### config.mk
export PLATFORM = sky130hd
export DESIGN_NAME = ext_irq_unit
export DESIGN_NICKNAME = d
export VERILOG_FILES = /design/src/rtl/ext_irq_pkg.sv /design/src/rtl/dual_pointer.sv /design/src/rtl/timer_two.sv /design/src/rtl/ext_irq_unit.sv
export SDC_FILE = /design/constraint.sdc
export NUM_CORES = 1
export LEC_CHECK = 0
export BUFFER_PORTS_ARGS = -buffer_cell sky130_fd_sc_hd__buf_2
export CAP_MARGIN = 5
export CORE_MARGIN = 1
export CORE_UTILIZATION = 60
export DETAILED_ROUTE_END_ITERATION = 7
export PLACE_DENSITY = 0.9
export SYNTH_ARGS = -nofsm -noshare
export SYNTH_HDL_FRONTEND = slang
export SYNTH_HIERARCHICAL = 1
export SYNTH_SLANG_ARGS = --single-unit
### constraint.sdc
create_clock -name CLOCK_I -period 2.6 [get_ports CLOCK_I]
set_input_delay 0.26 -clock CLOCK_I [delete_from_list [all_inputs] [get_ports CLOCK_I]]
set_output_delay 0.26 -clock CLOCK_I [all_outputs]
set_load 0.1 [all_outputs]
### src/rtl/ext_irq_pkg.sv
// Purpose: shared constants and carriers of the extended interrupt unit,
//          the dual data pointer and timer two.
// Assumes: one core clock; an instruction cycle is four clocks.
// Notes:   special-register addresses are the 8-bit direct addresses.
package ext_irq_pkg;
   // timing
   localparam int unsigned CLK_PERIOD_NS   = 25;
   localparam int unsigned INSTR_CLKS      = 4;   // clocks per instruction cycle
   localparam int unsigned T2_FAST_CLKS    = 4;   // rate bit at 1
   localparam int unsigned T2_SLOW_CLKS    = 12;  // rate bit at 0
   localparam int unsigned T2_BAUD_CLKS    = 2;   // baud generator time base
   // special-register addresses
   localparam logic [7:0] A_DP0_LO   = 8'h82;
   localparam logic [7:0] A_DP0_HI   = 8'h83;
   localparam logic [7:0] A_DP1_LO   = 8'h84;
   localparam logic [7:0] A_DP1_HI   = 8'h85;
   localparam logic [7:0] A_PTR_SEL  = 8'h86;
   localparam logic [7:0] A_TCTRL    = 8'h88;
   localparam logic [7:0] A_CLK_RATE = 8'h8e;
   localparam logic [7:0] A_XFLAGS   = 8'h91;
   localparam logic [7:0] A_IRQ_EN   = 8'ha8;
   localparam logic [7:0] A_IRQ_LVL  = 8'hb8;
   localparam logic [7:0] A_T2_CTRL  = 8'hc8;
   localparam logic [7:0] A_T2_REL_L = 8'hca;
   localparam logic [7:0] A_T2_REL_H = 8'hcb;
   localparam logic [7:0] A_T2_CNT_L = 8'hcc;
   localparam logic [7:0] A_T2_CNT_H = 8'hcd;
   localparam logic [7:0] A_XCTRL    = 8'hd8;
   localparam logic [7:0] A_XEN      = 8'he8;
   localparam logic [7:0] A_XLVL     = 8'hf8;
   // bit positions
   localparam int unsigned B_GLOBAL = 7;   // global mask in enable register
   localparam int unsigned B_IT0 = 0, B_IE0 = 1, B_IT1 = 2, B_IE1 = 3;
   localparam int unsigned B_TF0 = 5, B_TF1 = 7;
   localparam int unsigned B_T2_RATE = 5;
   localparam int unsigned B_TF2 = 7, B_RX_SRC = 5, B_TX_SRC = 4, B_RUN = 2;
   localparam int unsigned B_PF_EN = 5, B_PF_FLAG = 4;
   localparam int unsigned B_XFLAG0 = 4;   // flags of inputs two..five start here
   localparam int unsigned B_SEL = 0;
   // reset values
   localparam logic [7:0] CLK_RATE_RST = 8'h01;
   localparam logic [7:0] SFR_RST      = 8'h00;
   // sources in natural priority order, index 0 wins
   localparam int unsigned SRC_INT0 = 0, SRC_TF0 = 1, SRC_INT1 = 2, SRC_TF1 = 3;
   localparam int unsigned SRC_SER = 4, SRC_TF2 = 5, SRC_X2 = 6, SRC_PF = 10;
   localparam int unsigned NSRC = 11;
   localparam logic [15:0] VEC_BASE = 16'h0003;
   localparam logic [15:0] VEC_STEP = 16'h0008;
   // pin polarity: 1 marks an active-low input (0,1,3,5); bit 6 is power loss
   localparam logic [6:0] PIN_LOW_MASK = 7'h2b;

   typedef struct packed {
      logic [7:0] addr;
      logic       wr;
      logic       rd;
      logic [7:0] wdata;
   } sfr_req_t;

   typedef struct packed {
      logic        take;
      logic [3:0]  src;
      logic [15:0] vector;
   } irq_call_t;

   typedef struct packed {
      logic run;
      logic rx_src;
      logic tx_src;
      logic rate;
   } t2_cfg_t;

   // service-routine address of a source
   function automatic logic [15:0] vector_of(input logic [3:0] src);
      vector_of = VEC_BASE + VEC_STEP * {12'h000, src};
   endfunction : vector_of
endpackage : ext_irq_pkg

### src/rtl/dual_pointer.sv
// Purpose: two 16-bit data pointers and the select register.
// Assumes: the core writes the selected pointer through the data_pointer port.
// Notes:   incrementing the select register flips bit 0 in one write.
module dual_pointer
   import ext_irq_pkg::*;
(
   input  wire logic               clk_i,
   input  wire logic               rst_n_i,
   input  wire ext_irq_pkg::sfr_req_t req_i,
   input  wire logic               data_pointer_we_i,
   input  wire logic [15:0]        data_pointer_wdata_i,
   output logic [15:0]             dp0_o,
   output logic [15:0]             dp1_o,
   output logic                    sel_o
);
   typedef struct packed {
      logic [15:0] dp0;
      logic [15:0] dp1;
      logic        sel;
   } dp_state_t;

   dp_state_t q, d;

   // special-register writes, then pointer-instruction writes to the chosen one
   always_comb begin
      d = q;
      if (req_i.wr) begin
         unique case (req_i.addr)
            A_DP0_LO:  d.dp0[7:0]  = req_i.wdata;
            A_DP0_HI:  d.dp0[15:8] = req_i.wdata;
            A_DP1_LO:  d.dp1[7:0]  = req_i.wdata;
            A_DP1_HI:  d.dp1[15:8] = req_i.wdata;
            A_PTR_SEL: d.sel       = req_i.wdata[B_SEL];
            default:   d.sel       = q.sel;
         endcase
      end
      if (data_pointer_we_i) begin
         if (q.sel) d.dp1 = data_pointer_wdata_i;
         else       d.dp0 = data_pointer_wdata_i;
      end
   end

   always_ff @(posedge clk_i or negedge rst_n_i) begin
      if (!rst_n_i) q <= '0;
      else          q <= d;
   end

   assign dp0_o = q.dp0;
   assign dp1_o = q.dp1;
   assign sel_o = q.sel;

   property p_sel_write;
      @(posedge clk_i) disable iff (!rst_n_i)
      (req_i.wr && req_i.addr == A_PTR_SEL) |=> (sel_o == $past(req_i.wdata[B_SEL]));
   endproperty
   a_sel_write: assert property (p_sel_write) else $error("select bit not updated");
endmodule : dual_pointer

### src/rtl/timer_two.sv
// Purpose: timer two, 16-bit auto-reload counter and baud generator.
// Assumes: configuration bits live in the parent's timer-two control register, the rate bit in its clock-rate register.
// Notes:   a software write to a count byte wins over the increment.
module timer_two
   import ext_irq_pkg::*;
(
   input  wire logic                  clk_i,
   input  wire logic                  rst_n_i,
   input  wire ext_irq_pkg::t2_cfg_t  cfg_i,
   input  wire ext_irq_pkg::sfr_req_t req_i,
   output logic [15:0]                count_o,
   output logic [15:0]                reload_o,
   output logic                       ovf_o,
   output logic                       baud_o
);
   typedef struct packed {
      logic [15:0] cnt;
      logic [15:0] rel;
      logic [3:0]  pre;
      logic        ovf;
   } t2_state_t;

   t2_state_t q, d;
   logic      baud_mode;
   logic [3:0] limit;
   logic      inc;

   // either baud source switches the counter to the baud time base of two clocks
   assign baud_mode = cfg_i.rx_src | cfg_i.tx_src;
   assign limit = baud_mode ? 4'(T2_BAUD_CLKS - 1)
                : cfg_i.rate ? 4'(T2_FAST_CLKS - 1) : 4'(T2_SLOW_CLKS - 1);
   assign inc = cfg_i.run && (q.pre >= limit);

   always_comb begin
      d = q;
      d.ovf = 1'b0;
      if (!cfg_i.run)   d.pre = '0;
      else if (inc)     d.pre = '0;
      else              d.pre = q.pre + 4'h1;
      if (inc) begin
         if (q.cnt == 16'hffff) begin
            d.cnt = q.rel;
            d.ovf = 1'b1;
         end else begin
            d.cnt = q.cnt + 16'h0001;
         end
      end
      if (req_i.wr) begin
         unique case (req_i.addr)
            A_T2_REL_L: d.rel[7:0]  = req_i.wdata;
            A_T2_REL_H: d.rel[15:8] = req_i.wdata;
            A_T2_CNT_L: d.cnt[7:0]  = req_i.wdata;
            A_T2_CNT_H: d.cnt[15:8] = req_i.wdata;
            default:    d.rel = d.rel;
         endcase
      end
   end

   always_ff @(posedge clk_i or negedge rst_n_i) begin
      if (!rst_n_i) q <= '0;
      else          q <= d;
   end

   assign count_o  = q.cnt;
   assign reload_o = q.rel;
   assign ovf_o    = q.ovf;
   assign baud_o   = q.ovf & baud_mode;

   property p_reload;
      @(posedge clk_i) disable iff (!rst_n_i)
      (inc && q.cnt == 16'hffff && !req_i.wr) |=> (ovf_o && count_o == $past(q.rel));
   endproperty
   a_reload: assert property (p_reload) else $error("overflow did not reload");

   property p_stop;
      @(posedge clk_i) disable iff (!rst_n_i)
      (!cfg_i.run && !req_i.wr) |=> (count_o == $past(count_o));
   endproperty
   a_stop: assert property (p_stop) else $error("stopped timer moved");
endmodule : timer_two

### src/rtl/ext_irq_unit.sv
// Purpose: extended interrupt unit with timer two and dual data pointers.
// Assumes: the core reports each instruction end and whether it was a return
//          from interrupt; it performs the long call when a call is offered.
// Notes:   request detection runs on the instruction-cycle tick.
module ext_irq_unit
   import ext_irq_pkg::*;
(
   input  wire logic                  CLOCK_I,
   input  wire logic                  RST_N_I,
   input  wire ext_irq_pkg::sfr_req_t SFR_REQ_I,
   output logic [7:0]                 SFR_RDATA_O,
   input  wire logic                  INSTR_END_I,
   input  wire logic                  RETURN_FROM_ISR_INSTR_I,
   input  wire logic                  SER_IRQ_I,
   input  wire logic                  TF0_SET_I,
   input  wire logic                  TF1_SET_I,
   input  wire logic                  EXT_IRQ_ZERO_LOW_N_I,
   input  wire logic                  EXT_IRQ_ONE_LOW_N_I,
   input  wire logic                  EXT_IRQ_TWO_HIGH_I,
   input  wire logic                  EXT_IRQ_THREE_LOW_N_I,
   input  wire logic                  EXT_IRQ_FOUR_HIGH_I,
   input  wire logic                  EXT_IRQ_FIVE_LOW_N_I,
   input  wire logic                  POWER_LOSS_I,
   input  wire logic                  DATA_POINTER_WE_I,
   input  wire logic [15:0]           DATA_POINTER_WDATA_I,
   output logic [15:0]                DATA_POINTER_O,
   output ext_irq_pkg::irq_call_t     IRQ_CALL_O,
   output logic                       TIMER_TWO_PULSE_O,
   output logic                       BAUD_RX_TICK_O,
   output logic                       BAUD_TX_TICK_O
);
   typedef struct packed {
      logic [7:0] tctrl;
      logic [7:0] clk_rate;
      logic [7:0] xflags;
      logic [7:0] irq_en;
      logic [7:0] irq_lvl;
      logic [7:0] xctrl;
      logic [7:0] xen;
      logic [7:0] xlvl;
      logic [7:0] t2ctrl;
      logic [6:0] s1;       // first synchroniser stage
      logic [6:0] s2;       // second synchroniser stage
      logic [6:0] prev;     // last instruction-cycle sample, active-high
      logic [1:0] div;      // instruction-cycle divider
      logic [2:0] active;   // in service: 0 low, 1 high, 2 top
      logic       ctl_wr;   // enable or level register written this instruction
      logic       pulse;
      logic [7:0] rdata;
      irq_call_t  call;
   } unit_state_t;

   unit_state_t q, d;
   logic [6:0]      pins;
   logic [6:0]      act;
   logic [6:0]      edge_seen;
   logic            tick;
   logic [NSRC-1:0] pend;
   logic [NSRC-1:0] en;
   logic [NSRC-1:0] hi;
   logic [15:0]     dp0, dp1, t2_cnt, t2_rel;
   logic            dp_sel, t2_ovf, t2_baud, baud_mode;
   logic            hi_found, lo_found, take, pf_ok, ctl_now;
   logic [3:0]      hi_idx, lo_idx, pick;
   t2_cfg_t         t2_cfg;

   // lowest index wins among a mask of requests
   function automatic logic [4:0] first_of(input logic [NSRC-1:0] m);
      logic [4:0] r;
      r = '0;
      for (int i = NSRC - 1; i >= 0; i--) begin
         if (m[i]) r = {1'b1, 4'(i)};
      end
      return r;
   endfunction : first_of

   // select-register read: one live bit, the rest reserved as zero
   function automatic logic [7:0] sel_byte(input logic s);
      sel_byte = {7'h00, s};
   endfunction : sel_byte

   dual_pointer u_ptr (
      .clk_i        (CLOCK_I),
      .rst_n_i      (RST_N_I),
      .req_i        (SFR_REQ_I),
      .data_pointer_we_i    (DATA_POINTER_WE_I),
      .data_pointer_wdata_i (DATA_POINTER_WDATA_I),
      .dp0_o        (dp0),
      .dp1_o        (dp1),
      .sel_o        (dp_sel)
   );

   assign t2_cfg = '{run:    q.t2ctrl[B_RUN],
                     rx_src: q.t2ctrl[B_RX_SRC],
                     tx_src: q.t2ctrl[B_TX_SRC],
                     rate:   q.clk_rate[B_T2_RATE]};

   timer_two u_t2 (
      .clk_i    (CLOCK_I),
      .rst_n_i  (RST_N_I),
      .cfg_i    (t2_cfg),
      .req_i    (SFR_REQ_I),
      .count_o  (t2_cnt),
      .reload_o (t2_rel),
      .ovf_o    (t2_ovf),
      .baud_o   (t2_baud)
   );

   assign baud_mode = t2_cfg.rx_src | t2_cfg.tx_src;
   assign DATA_POINTER_O = dp_sel ? dp1 : dp0;

   // pins gathered in bit order 0..5 plus power loss, then normalised
   assign pins = {POWER_LOSS_I, EXT_IRQ_FIVE_LOW_N_I, EXT_IRQ_FOUR_HIGH_I,
                  EXT_IRQ_THREE_LOW_N_I, EXT_IRQ_TWO_HIGH_I,
                  EXT_IRQ_ONE_LOW_N_I, EXT_IRQ_ZERO_LOW_N_I};
   // only the second stage is read; the first may still be settling
   assign act       = q.s2 ^ PIN_LOW_MASK;
   assign edge_seen = act & ~q.prev;
   assign tick      = (q.div == 2'(INSTR_CLKS - 1));

   // pending flags, enables and levels in natural order
   // the serial flag is a level owned by the port, so it is not cleared here
   assign pend = {q.xctrl[B_PF_FLAG], q.xflags[B_XFLAG0 + 3 -: 4], q.t2ctrl[B_TF2],
                  SER_IRQ_I, q.tctrl[B_TF1], q.tctrl[B_IE1], q.tctrl[B_TF0],
                  q.tctrl[B_IE0]};
   assign pf_ok = q.xctrl[B_PF_EN];
   assign en = {pf_ok, {(NSRC - 1){q.irq_en[B_GLOBAL]}} &
                {q.xen[3:0], q.irq_en[5:0]}};
   assign hi = {1'b0, q.xlvl[3:0], q.irq_lvl[5:0]};

   // a control write on the closing clock of an instruction still counts for it
   assign ctl_now = SFR_REQ_I.wr && (SFR_REQ_I.addr == A_IRQ_EN ||
                                     SFR_REQ_I.addr == A_IRQ_LVL ||
                                     SFR_REQ_I.addr == A_XEN ||
                                     SFR_REQ_I.addr == A_XLVL);

   // arbitration: top level, then high, then low, each by natural order
   always_comb begin
      {hi_found, hi_idx} = first_of(pend & en & hi);
      {lo_found, lo_idx} = first_of(pend & en & ~hi);
      pick = 4'(SRC_PF);
      take = 1'b0;
      if (pend[SRC_PF] && en[SRC_PF] && !q.active[2]) begin
         take = 1'b1;
      end else if (hi_found && q.active[2:1] == 2'b00) begin
         take = 1'b1;
         pick = hi_idx;
      end else if (lo_found && q.active == 3'b000) begin
         take = 1'b1;
         pick = lo_idx;
      end
      // a call waits past a return or a control write, then one more instruction
      // the core adds detection and the long call; this block adds one clock
      take = take && INSTR_END_I && !RETURN_FROM_ISR_INSTR_I && !q.ctl_wr && !ctl_now;
   end

   // register file, flags and in-service tracking
   always_comb begin
      d = q;
      d.s1   = pins;
      d.s2   = q.s1;
      d.div  = q.div + 2'h1;
      d.call = '{take: take, src: pick, vector: vector_of(pick)};
      d.pulse = t2_ovf & ~baud_mode;
      // software writes first, so a same-cycle hardware set wins below
      if (SFR_REQ_I.wr) begin
         unique case (SFR_REQ_I.addr)
            A_TCTRL:    d.tctrl    = SFR_REQ_I.wdata;
            A_CLK_RATE: d.clk_rate = SFR_REQ_I.wdata & 8'h3f;
            A_XFLAGS:   d.xflags   = SFR_REQ_I.wdata & 8'hf0;
            A_IRQ_EN:   d.irq_en   = SFR_REQ_I.wdata;
            A_IRQ_LVL:  d.irq_lvl  = SFR_REQ_I.wdata;
            A_XCTRL:    d.xctrl    = SFR_REQ_I.wdata;
            A_XEN:      d.xen      = SFR_REQ_I.wdata;
            A_XLVL:     d.xlvl     = SFR_REQ_I.wdata;
            A_T2_CTRL:  d.t2ctrl   = SFR_REQ_I.wdata;
            default:    d.xlvl     = d.xlvl;
         endcase
      end
      // a write on the closing clock is blocked through ctl_now, so it must not
      // also hold off the following instruction
      if (INSTR_END_I)  d.ctl_wr = 1'b0;
      else if (ctl_now) d.ctl_wr = 1'b1;
      // vectoring clears edge flags of inputs zero and one and timer zero and one flags
      if (take) begin
         if (pick == 4'(SRC_INT0) && q.tctrl[B_IT0]) d.tctrl[B_IE0] = 1'b0;
         if (pick == 4'(SRC_INT1) && q.tctrl[B_IT1]) d.tctrl[B_IE1] = 1'b0;
         if (pick == 4'(SRC_TF0)) d.tctrl[B_TF0] = 1'b0;
         if (pick == 4'(SRC_TF1)) d.tctrl[B_TF1] = 1'b0;
         if (pick == 4'(SRC_PF)) d.active[2] = 1'b1;
         else if (hi[pick])      d.active[1] = 1'b1;
         else                    d.active[0] = 1'b1;
      end
      if (INSTR_END_I && RETURN_FROM_ISR_INSTR_I) begin
         if (q.active[2])      d.active[2] = 1'b0;
         else if (q.active[1]) d.active[1] = 1'b0;
         else                  d.active[0] = 1'b0;
      end
      // instruction-cycle sampling of the pins
      if (tick) begin
         d.prev = act;
         if (q.tctrl[B_IT0]) begin
            if (edge_seen[0]) d.tctrl[B_IE0] = 1'b1;
         end else begin
            d.tctrl[B_IE0] = act[0];
         end
         if (q.tctrl[B_IT1]) begin
            if (edge_seen[1]) d.tctrl[B_IE1] = 1'b1;
         end else begin
            d.tctrl[B_IE1] = act[1];
         end
         for (int k = 0; k < 4; k++) begin
            if (edge_seen[2 + k]) d.xflags[B_XFLAG0 + k] = 1'b1;
         end
         if (edge_seen[6]) d.xctrl[B_PF_FLAG] = 1'b1;
      end
      if (TF0_SET_I) d.tctrl[B_TF0] = 1'b1;
      if (TF1_SET_I) d.tctrl[B_TF1] = 1'b1;
      if (t2_ovf && !baud_mode) d.t2ctrl[B_TF2] = 1'b1;
      // registered read data, reserved bits zero
      d.rdata = 8'h00;
      if (SFR_REQ_I.rd) begin
         unique case (SFR_REQ_I.addr)
            A_DP0_LO:   d.rdata = dp0[7:0];
            A_DP0_HI:   d.rdata = dp0[15:8];
            A_DP1_LO:   d.rdata = dp1[7:0];
            A_DP1_HI:   d.rdata = dp1[15:8];
            A_PTR_SEL:  d.rdata = sel_byte(dp_sel);
            A_TCTRL:    d.rdata = q.tctrl;
            A_CLK_RATE: d.rdata = q.clk_rate;
            A_XFLAGS:   d.rdata = q.xflags;
            A_IRQ_EN:   d.rdata = q.irq_en;
            A_IRQ_LVL:  d.rdata = q.irq_lvl;
            A_XCTRL:    d.rdata = q.xctrl;
            A_XEN:      d.rdata = q.xen;
            A_XLVL:     d.rdata = q.xlvl;
            A_T2_CTRL:  d.rdata = q.t2ctrl;
            A_T2_REL_L: d.rdata = t2_rel[7:0];
            A_T2_REL_H: d.rdata = t2_rel[15:8];
            A_T2_CNT_L: d.rdata = t2_cnt[7:0];
            A_T2_CNT_H: d.rdata = t2_cnt[15:8];
            default:    d.rdata = 8'h00;
         endcase
      end
   end

   // one register for the whole unit; reset to constants only
   always_ff @(posedge CLOCK_I or negedge RST_N_I) begin
      if (!RST_N_I) begin
         q          <= '0;
         q.clk_rate <= CLK_RATE_RST;
         q.tctrl    <= SFR_RST;
      end else begin
         q <= d;
      end
   end

   assign SFR_RDATA_O       = q.rdata;
   assign IRQ_CALL_O        = q.call;
   assign TIMER_TWO_PULSE_O = q.pulse;
   assign BAUD_RX_TICK_O    = t2_baud & t2_cfg.rx_src;
   assign BAUD_TX_TICK_O    = t2_baud & t2_cfg.tx_src;

   // checks on the call and the flags
   property p_global_mask;
      @(posedge CLOCK_I) disable iff (!RST_N_I)
      (INSTR_END_I && !q.irq_en[B_GLOBAL]) |=> (!IRQ_CALL_O.take ||
                                                IRQ_CALL_O.src == 4'(SRC_PF));
   endproperty
   a_global_mask: assert property (p_global_mask) else $error("masked source called");

   property p_pf_enable;
      @(posedge CLOCK_I) disable iff (!RST_N_I)
      (IRQ_CALL_O.take && IRQ_CALL_O.src == 4'(SRC_PF)) |-> $past(q.xctrl[B_PF_EN]);
   endproperty
   a_pf_enable: assert property (p_pf_enable) else $error("power loss not enabled");

   property p_after_return;
      @(posedge CLOCK_I) disable iff (!RST_N_I)
      (INSTR_END_I && RETURN_FROM_ISR_INSTR_I) |=> !IRQ_CALL_O.take;
   endproperty
   a_after_return: assert property (p_after_return) else $error("call right after return");

   property p_ctl_write;
      @(posedge CLOCK_I) disable iff (!RST_N_I)
      (INSTR_END_I && ctl_now) |=> !IRQ_CALL_O.take;
   endproperty
   a_ctl_write: assert property (p_ctl_write) else $error("call after control write");

   property p_vector;
      @(posedge CLOCK_I) disable iff (!RST_N_I)
      IRQ_CALL_O.take |-> (IRQ_CALL_O.vector == vector_of(IRQ_CALL_O.src));
   endproperty
   a_vector: assert property (p_vector) else $error("wrong vector");

   property p_high_yields;
      @(posedge CLOCK_I) disable iff (!RST_N_I)
      (q.active[1] && take) |-> (pick == 4'(SRC_PF));
   endproperty
   a_high_yields: assert property (p_high_yields) else $error("high routine preempted");

   property p_tie_break;
      @(posedge CLOCK_I) disable iff (!RST_N_I)
      (take && pick != 4'(SRC_PF) && hi[pick]) |-> (pick == hi_idx);
   endproperty
   a_tie_break: assert property (p_tie_break) else $error("natural order broken");

   property p_tf2_set;
      @(posedge CLOCK_I) disable iff (!RST_N_I)
      (t2_ovf && !baud_mode) |=> (q.t2ctrl[B_TF2] && TIMER_TWO_PULSE_O) ##1 !TIMER_TWO_PULSE_O;
   endproperty
   a_tf2_set: assert property (p_tf2_set) else $error("overflow flag or pulse");

   property p_baud_no_flag;
      @(posedge CLOCK_I) disable iff (!RST_N_I)
      (t2_ovf && baud_mode && !SFR_REQ_I.wr && !q.t2ctrl[B_TF2]) |=> !q.t2ctrl[B_TF2];
   endproperty
   a_baud_no_flag: assert property (p_baud_no_flag) else $error("baud set flag");

   property p_sample_rate;
      @(posedge CLOCK_I) disable iff (!RST_N_I)
      tick |=> !tick [*3] ##1 tick;
   endproperty
   a_sample_rate: assert property (p_sample_rate) else $error("sampling not every 4 clocks");
endmodule : ext_irq_unit

-- After elaboration in Yosys (flattened, before gate mapping)
Index checks and enable logic that the tools add are counted.
- memories: 0
- logic and storage cells: 216
- bits of input ports: 49
- ROM bits: 0
- register bits after elaboration: 185
- latch bits: 0
- output and inout port bits: 48
- bits in writable memories: 0
- reduce and logical (&&, ||, !) cells: 40
- magnitude comparators: 2
- bitwise logic cells: 14
- multiplexer cells: 101
- shift operators: 0
- equality and inequality tests: 24
- $add $sub $neg: 4
- multipliers: 0
- div/mod/pow operators: 0
- operator list (kind ; count):
    equality test 8 bit (second input constant) ; 18
    one-hot mux 8 bit (18 select lines) ; 1
    2-to-1 mux 8 bit ; 17
    2-to-1 mux 5 bit ; 22
    2-to-1 mux 16 bit ; 5
    2-to-1 mux 72 bit ; 1
    2-to-1 mux 32 bit ; 2
    2-to-1 mux 1 bit ; 38
    2-to-1 mux 33 bit ; 1
    2-to-1 mux 4 bit ; 8
    AND reduction 2 bit ; 12
    AND 11 bit ; 2
    adder 16 x 1 -> 16 bit (second input constant) ; 1
    equality test 16 bit (second input constant) ; 1
    logical AND 1 bit ; 14
    AND 11 x 10 -> 11 bit ; 1
    NOT 10 -> 11 bit ; 1
    AND 10 bit ; 1
    adder 2 x 7 -> 8 bit (first input constant) ; 1
    equality test 4 x 2 -> 1 bit (second input constant) ; 2
    AND 7 bit ; 1
    NOT 7 bit ; 1
    2-to-1 mux 3 bit ; 2
    2-to-1 mux 6 bit ; 1
    19 further kinds ; 31

-- Longest topological paths before layout
Gate-level depths: netlist (run 1).
- word-level depth: 26
- mapped depth: 9
- mapped depth without buffers: 7

-- Hierarchy
The synthesis (run 1) kept the hierarchy.
- by module, submodules not included (module ; times used ; seq. area each (um2) ; area an instance (um2) ; cells an instance):
    ext_irq_unit ; 1 ; 2703.8 ; 5861.9 ; 521
    timer_two ; 1 ; 925.9 ; 2373.5 ; 237
    dual_pointer ; 1 ; 825.8 ; 1830.5 ; 202

-- Worst setup path after synthesis (run 1)
No wires, ideal clock.
- path kind: register to register
- start: register q[61] (netlist bit)
- end: register u_t2.q (netlist bit u_t2/count_o[14])
- clock period less this slack: 2.299 ns
- required time: 2.475 ns
- slack: 0.301 ns
- stages on the path, launching flop included: 8
- arrival time: 2.174 ns
- buffers on the path: 0
- setup time: 0.125 ns
- cells stage by stage: dfrtp_1 -> or2_2 -> ha_1 -> a211o_1 -> o221a_2 -> nand4_1 -> mux2_1 -> mux2_2
- RTL lines (element ; RTL line ; text):
    start, declared ; ext_irq_unit.sv:53 ; unit_state_t q, d;
    end signal, assigned ; timer_two.sv:60 ; if (!rst_n_i) q <= '0;
    end signal, assigned ; timer_two.sv:61 ; else q <= d;
    end, declared ; timer_two.sv:23 ; t2_state_t q, d;

==> results_dict.tcl, run 1 <==
set metrics [dict create \
    drv_slew 0 \
    min_period_ns 2.45 \
    ctsLongestPathBuffers 2 \
    nFillCells 1108 \
    multiInputGateArea_sq_um 4870 \
    dp_hpwl_mm 20.7 \
    grt_max_degree 68 \
    final_area_sq_um 11200 \
    ys_async_sr_fraction 1.00 \
    finClkSkew_ns 0.00864 \
    startpoint_type "flip-flop" \
    cts_tree "yes" \
    ys_types 83 \
    portBuffers 86 \
    p_int_mw 4.62 \
    worst_pin_slew_ns 0.823 \
    grt_util_all_layers 0.358 \
    post-cts-setup-buffer-count 0 \
    syn-instance-count 960 \
    timing.fmax_mhz 408 \
    synth_edf_count 0 \
    insertion_delay_ns 0.45 \
    grt_pass1_wl_mm 47.9 \
    end_kind "flip-flop" \
    start_util 0.625 \
    ys_seq_elements 178 \
    crit_arrival_ns 2.78 \
    grt-ovfl-total 0 \
    ys_top_cells_by_area "dfrtp_1 (44%), mux2_2 (9.8%), buf_4 (4.5%)" \
    dieArea_sq_um 17300 \
    ant_nets 0 \
    finalHoldViolCount 0 \
    area.sequential_sq_um 4460 \
    drt_iter0_drc 1348 \
    rsz0062_at_grt "no" \
    min_path_type "in -> reg" \
    p_sw_frac 0.331 \
    yosys_most_used_dff "dfrtp_1" \
    slew_headroom 0.452 \
    syn_avg_cell_area_sq_um 10.5 \
    cp_max_fo 6 \
    netlist.top_cell.by_area "dfrtp_1" \
    violations "design-rule violations" \
    dieWidth_um 132 \
    cts.clk_slew.worst_paths_ns 0.07 \
    final_nets 1070 \
    max-cap-violations 0 \
    cts_made_buffers 17 \
    combPwrFrac 0.157 \
    die_height_um 132 \
    wirelength_mm 30.6 \
    netlist_area_sq_um 10100 \
    synth.top_cell.area_share 0.440 \
    power_density_nw_per_um2 618 \
    htreeDepth 4 \
    place_congestion 0.996 \
    seq_area_frac_synth 0.443 \
    drive_gt1_frac 0.281 \
    leakagePower_nw 4.94 \
    peakVddDrop_uv 480 \
    status "finished with violations" \
    tns_ns 0 \
    pwr-share-seq 0.473 \
    p_sw_mw 2.28 \
    cts.sinks 178 \
    vias 8993 \
    finalCritPeriodShare 0.943 \
    rows 46 \
    syn2layout_area_growth_pct 10.9 \
    antenna_found_initial 1 \
    crit_type "reg -> reg" \
    core-area_sq_um 16100 \
    grt_pass1_vias 8515 \
    ys_warn_count 6 \
    place_area_sq_um 10500 \
    drc 2 \
    io_pins 97 \
    clkPwrFrac 0.370 \
    wire_per_inst_um 24.6 \
    setup_viol 0 \
    viasPerCell 7.22 \
    cts_root_buf "clkbuf_16" \
    firstDrtPassIters 8 \
    crit_required_ns 2.93 \
]
state kept, by name, indices dropped and copies added, names as in the netlist:
register	cells
u_ptr/sel_o	1
SFR_RDATA_O	8
u_ptr/dp0_o	16
hi	10
q	62
u_t2/count_o	16
IRQ_CALL_O	6
u_t2/ovf_o	1
u_t2/reload_o	16
en	1
act	3
pend	10
u_ptr/dp1_o	16
d	7
u_t2/q	4
TIMER_TWO_PULSE_O	1
power groups by stage:
stage	Clock (mW)	Sequential [mW]	Combinational, mW
after floorplan	0	3.16	0.880
after global placement	0	3.28	1.01
after detailed placement	0	3.29	1.03
after CTS	2.56	3.24	1.06
after global routing	2.65	3.27	1.14
final	2.55	3.26	1.09
cells by family after synthesis:
group                    after synthesis  share of synthesized area
AO/OA/AOI/OAI                        222                      0.157
XOR/XNOR                               3                    0.00261
adder cells (fa/ha/maj)                5                    0.00622
buffers and inverters                134                     0.0782
flip-flops                           178                      0.443
multiplexers                         121                      0.142
other                                  2                   0.000746
AND/OR/NAND/NOR                      295                      0.171
metrics by stage:
step                power (mW)  setup WS (ns)  hold slack [ns]   util  cells
finish                    6.90          0.147           0.0261  0.693   1246
detailed placement        4.33          0.128            0.302  0.650   1204
global placement          4.29          0.236            0.301  0.650   1204
global route              7.06         0.0756           0.0181  0.693   1246
floorplan                 4.04          0.301          -0.0356      -    969
CTS                       6.85         0.0987           0.0103  0.692   1245
cell usage in the layout, fill, tap and decap left out, types with 5 or more instances in the layout:
cell,n
buf_4,47
dfrtp_1,176
clkinv_8,5
dlygate4sd3_1,9
nand2_1,42
buf_2,85
a21oi_1,20
and2_1,6
nand4b_1,11
nand2b_1,14
a211oi_1,6
a22o_1,7
inv_6,5
and3_1,11
a222oi_1,7
mux4_2,5
nand3_1,14
conb_1,11
nand4_1,57
clkbuf_16,17
and4_1,7
nor3_1,12
inv_1,19
ha_1,5
a221oi_1,10
nor2_1,75
a22oi_1,15
o31ai_1,33
mux2i_1,19
mux2_2,88
mux2_4,8
a211o_1,5
nor2b_1,6
a31oi_1,53
o21ai_0,29
what timing repair did:
action,4_1_cts,5_1_grt
hold buffers,9,0
resized for setup,0,1
hold endpoints to repair,69,0
endpoints found under the setup margin,0,6
worst paths after layout:
kind                            from                to  slack, ns  depth (start not counted)
max                            q[62]  u_t2/count_o[14]       0.15                          7
min                        TF0_SET_I           pend[1]       0.03                          2
max reg2reg                    q[62]  u_t2/count_o[14]       0.15                          7
min reg2reg                    d[45]            act[2]       0.35                          0
max in group asynchronous    RST_N_I            q[104]       1.41                          3
min in group asynchronous    RST_N_I    u_ptr/dp0_o[0]       0.38                          2
cell usage after synthesis, types with 10 or more instances:
| master | number |
|---|---|
| a22oi_1 | 15 |
| nand4b_1 | 11 |
| buf_2 | 13 |
| o31ai_1 | 33 |
| nand3_1 | 14 |
| mux2_2 | 88 |
| buf_4 | 61 |
| a31oi_1 | 53 |
| nand2b_1 | 14 |
| and3_1 | 11 |
| nand2_1 | 42 |
| nand4_1 | 57 |
| nor2_1 | 75 |
| o21ai_0 | 29 |
| clkbuf_1 | 33 |
| nor3_1 | 12 |
| mux2i_1 | 19 |
| dfrtp_1 | 177 |
| a221oi_1 | 10 |
| a21oi_1 | 20 |
| inv_1 | 19 |
final cells by class:
class	count	area share
antenna	1	0.000224
clock buffer	17	0.0381
clock inverter	15	0.0151
inverter	19	0.00639
multi-input combinational	657	0.436
sequential	178	0.399
tap	216	0.0242
timing repair buffer	143	0.0806
worst max-delay path: stages, from the launching register on:
cell and delay, ns:
dfrtp_1 0.44, or2_2 0.31, ha_1 0.30, a211o_1 0.31, o221a_2 0.25, nand4_1 0.11, mux2_1 0.34, mux2_2 0.28
per-layer routing:
metal	global-route usage	up-vias	wire length (um)
li1	-	3729	-
met3	0.0918	161	4100
met2	0.525	834	13400
met4	0.215	0	1840
met1	0.478	4269	11300
met5	0	-	0
No activity file was read; power rests on OpenSTA's default activity.
==> run 2, diff against run 1 <==
--- a/config.mk
+++ b/config.mk
@@ -7,11 +7,14 @@
 export LEC_CHECK = 0
 export BUFFER_PORTS_ARGS = -buffer_cell sky130_fd_sc_hd__buf_2
 export CAP_MARGIN = 5
+export CELL_PAD_IN_SITES_DETAIL_PLACEMENT = 0
+export CELL_PAD_IN_SITES_GLOBAL_PLACEMENT = 1
 export CORE_MARGIN = 1
-export CORE_UTILIZATION = 60
+export CORE_UTILIZATION = 47
 export DETAILED_ROUTE_END_ITERATION = 7
-export PLACE_DENSITY = 0.9
+export PLACE_DENSITY = 0.89
 export SYNTH_ARGS = -nofsm -noshare
 export SYNTH_HDL_FRONTEND = slang
 export SYNTH_HIERARCHICAL = 1
 export SYNTH_SLANG_ARGS = --single-unit
+export TNS_END_PERCENT = 1
==> results_dict.tcl, run 2 (synthesized netlist as in run 1, its figures left out) <==
set metrics [dict create \
    status "completed" \
    viasPerCell 6.46 \
    timing.fmax_mhz 403 \
    finalHoldViolCount 0 \
    crit_chain "or2_2 -> ha_1 -> a211o_1 -> o221a_2 -> nand4_1 -> mux2_1 -> mux2_2" \
    ctsLongestPathBuffers 2 \
    wire_per_inst_um 23.2 \
    slew_headroom 0.424 \
    cts.sinks 178 \
    portBuffers 86 \
    grt_max_degree 61 \
    nFillCells 1788 \
    cp.buffers_inverters 0 \
    core-area_sq_um 21000 \
    crit_type "reg -> reg" \
    largest_reg_flops 62 \
    dp_hpwl_mm 21.2 \
    largest-register "q" \
    power_density_nw_per_um2 619 \
    cts_root_buf "clkbuf_16" \
    layout_common_cells "dfrtp_1 (176), mux2_2 (88), buf_2 (85), nor2_1 (75), nand4_1 (57)" \
    dieArea_sq_um 22000 \
    tns_ns 0 \
    drive_gt1_frac 0.284 \
    grt_pass1_vias 8318 \
    wirelength_mm 30.4 \
    cts_made_buffers 17 \
    dp_slack_ns 0.113 \
    vias 8465 \
    startpoint_type "flip-flop" \
    ant_nets 0 \
    grt-ovfl-total 0 \
    crit_path_top_delay_cell "dfrtp_1" \
    finClkSkew_ns 0.00943 \
    crit_arrival_ns 2.80 \
    area.sequential_sq_um 4460 \
    start_util 0.479 \
    cp_max_fo 6 \
    drt_iter0_drc 969 \
    min_period_ns 2.48 \
    cts.clk_slew.worst_paths_ns 0.08 \
    die_height_um 148 \
    whs_ns 0.0232 \
    drv_slew 0 \
    hp-start "TF0_SET_I" \
    rows 53 \
    insertion_delay_ns 0.45 \
    place_congestion 0.931 \
    fin_ws_ns 0.120 \
    syn2layout_area_growth_pct 12.5 \
    critPathMaxStageDelay_ns 0.43 \
    end_kind "flip-flop" \
    cpLargestDelayFamily "multiplexers" \
    min_path_type "in -> reg" \
    leakagePower_nw 4.99 \
    drc 0 \
    cts_tree "yes" \
    rr_worst_depth 7 \
    htreeDepth 4 \
    multiInputGateArea_sq_um 4870 \
    min_to "pend[1]" \
    hold_depth 2 \
    io_pins 97 \
    layout.cells.most_common "dfrtp_1" \
    crit_required_ns 2.92 \
    antenna_found_initial 1 \
    finalCritPeriodShare 0.954 \
    peakVddDrop_uv 503 \
    r2r-end "u_t2/count_o[14]" \
    rsz0062_at_grt "no" \
    final_nets 1075 \
    max-cap-violations 0 \
    setup_viol 0 \
    power.total_mw 7.01 \
    firstDrtPassIters 6 \
    dieWidth_um 148 \
    regToRegSetupSlack_ns 0.12 \
    grt_pass1_wl_mm 47.6 \
    r2r_start "q[61]" \
    post-cts-setup-buffer-count 0 \
    worst_pin_slew_ns 0.864 \
    grt_util_all_layers 0.287 \
]
## run 2: report_power, final
| group | internal [mW] | switching (mW) | leakage, nW |
|---|---|---|---|
| clock | 1.40 | 1.29 | 0.307 |
| sequential | 2.99 | 0.262 | 2.22 |
| combinational | 0.344 | 0.729 | 2.46 |
## run 2: worst reg2reg max path: stages (launching register included)
cell	delay [ns]
dfrtp_1	0.43
or2_2	0.33
ha_1	0.30
a211o_1	0.32
o221a_2	0.25
nand4_1	0.11
mux2_1	0.34
mux2_2	0.27
## run 2: through the flow
step	std cells	instance area [sq um]	util
floorplan	969	10100	-
global placement	1268	10600	0.504
detailed placement	1268	10600	0.504
CTS	1309	11300	0.539
global route	1310	11300	0.539
finish	1310	11300	0.539
## run 2: layer usage
layer	up-vias	share of wire	GRT usage
met2	498	0.44	0.416
met1	4132	0.42	0.394
met3	109	0.085	0.0543
met5	-	0	0
met4	0	0.054	0.183
li1	3726	-	-
## run 2: timing repair
action                                  CTS  global route
hold endpoints to repair                 65             0
hold buffers                              9             0
endpoints found under the setup margin    0             7
gates resized for setup                   0             1
## run 2: worst max-delay path by stage
stage,to,from,depth (start not counted),slack (ns)
after floorplan,u_t2/count_o[14],q[61],7,0.30
after global placement,pend[2],q[104],7,0.19
after detailed placement,pend[2],q[104],7,0.11
after CTS,pend[2],q[104],7,0.07
after global routing,u_t2/count_o[12],q[62],8,0.03
final,u_t2/count_o[14],q[61],7,0.12
## run 2: area by class of cell
class / instances / area share
inverters: 19 / 0.00630
diodes: 1 / 0.000221
clock inverters: 15 / 0.0187
well taps: 275 / 0.0304
multi-input cells: 657 / 0.430
clock buffers: 17 / 0.0376
repair buffers: 148 / 0.0838
flip-flops and latches: 178 / 0.393
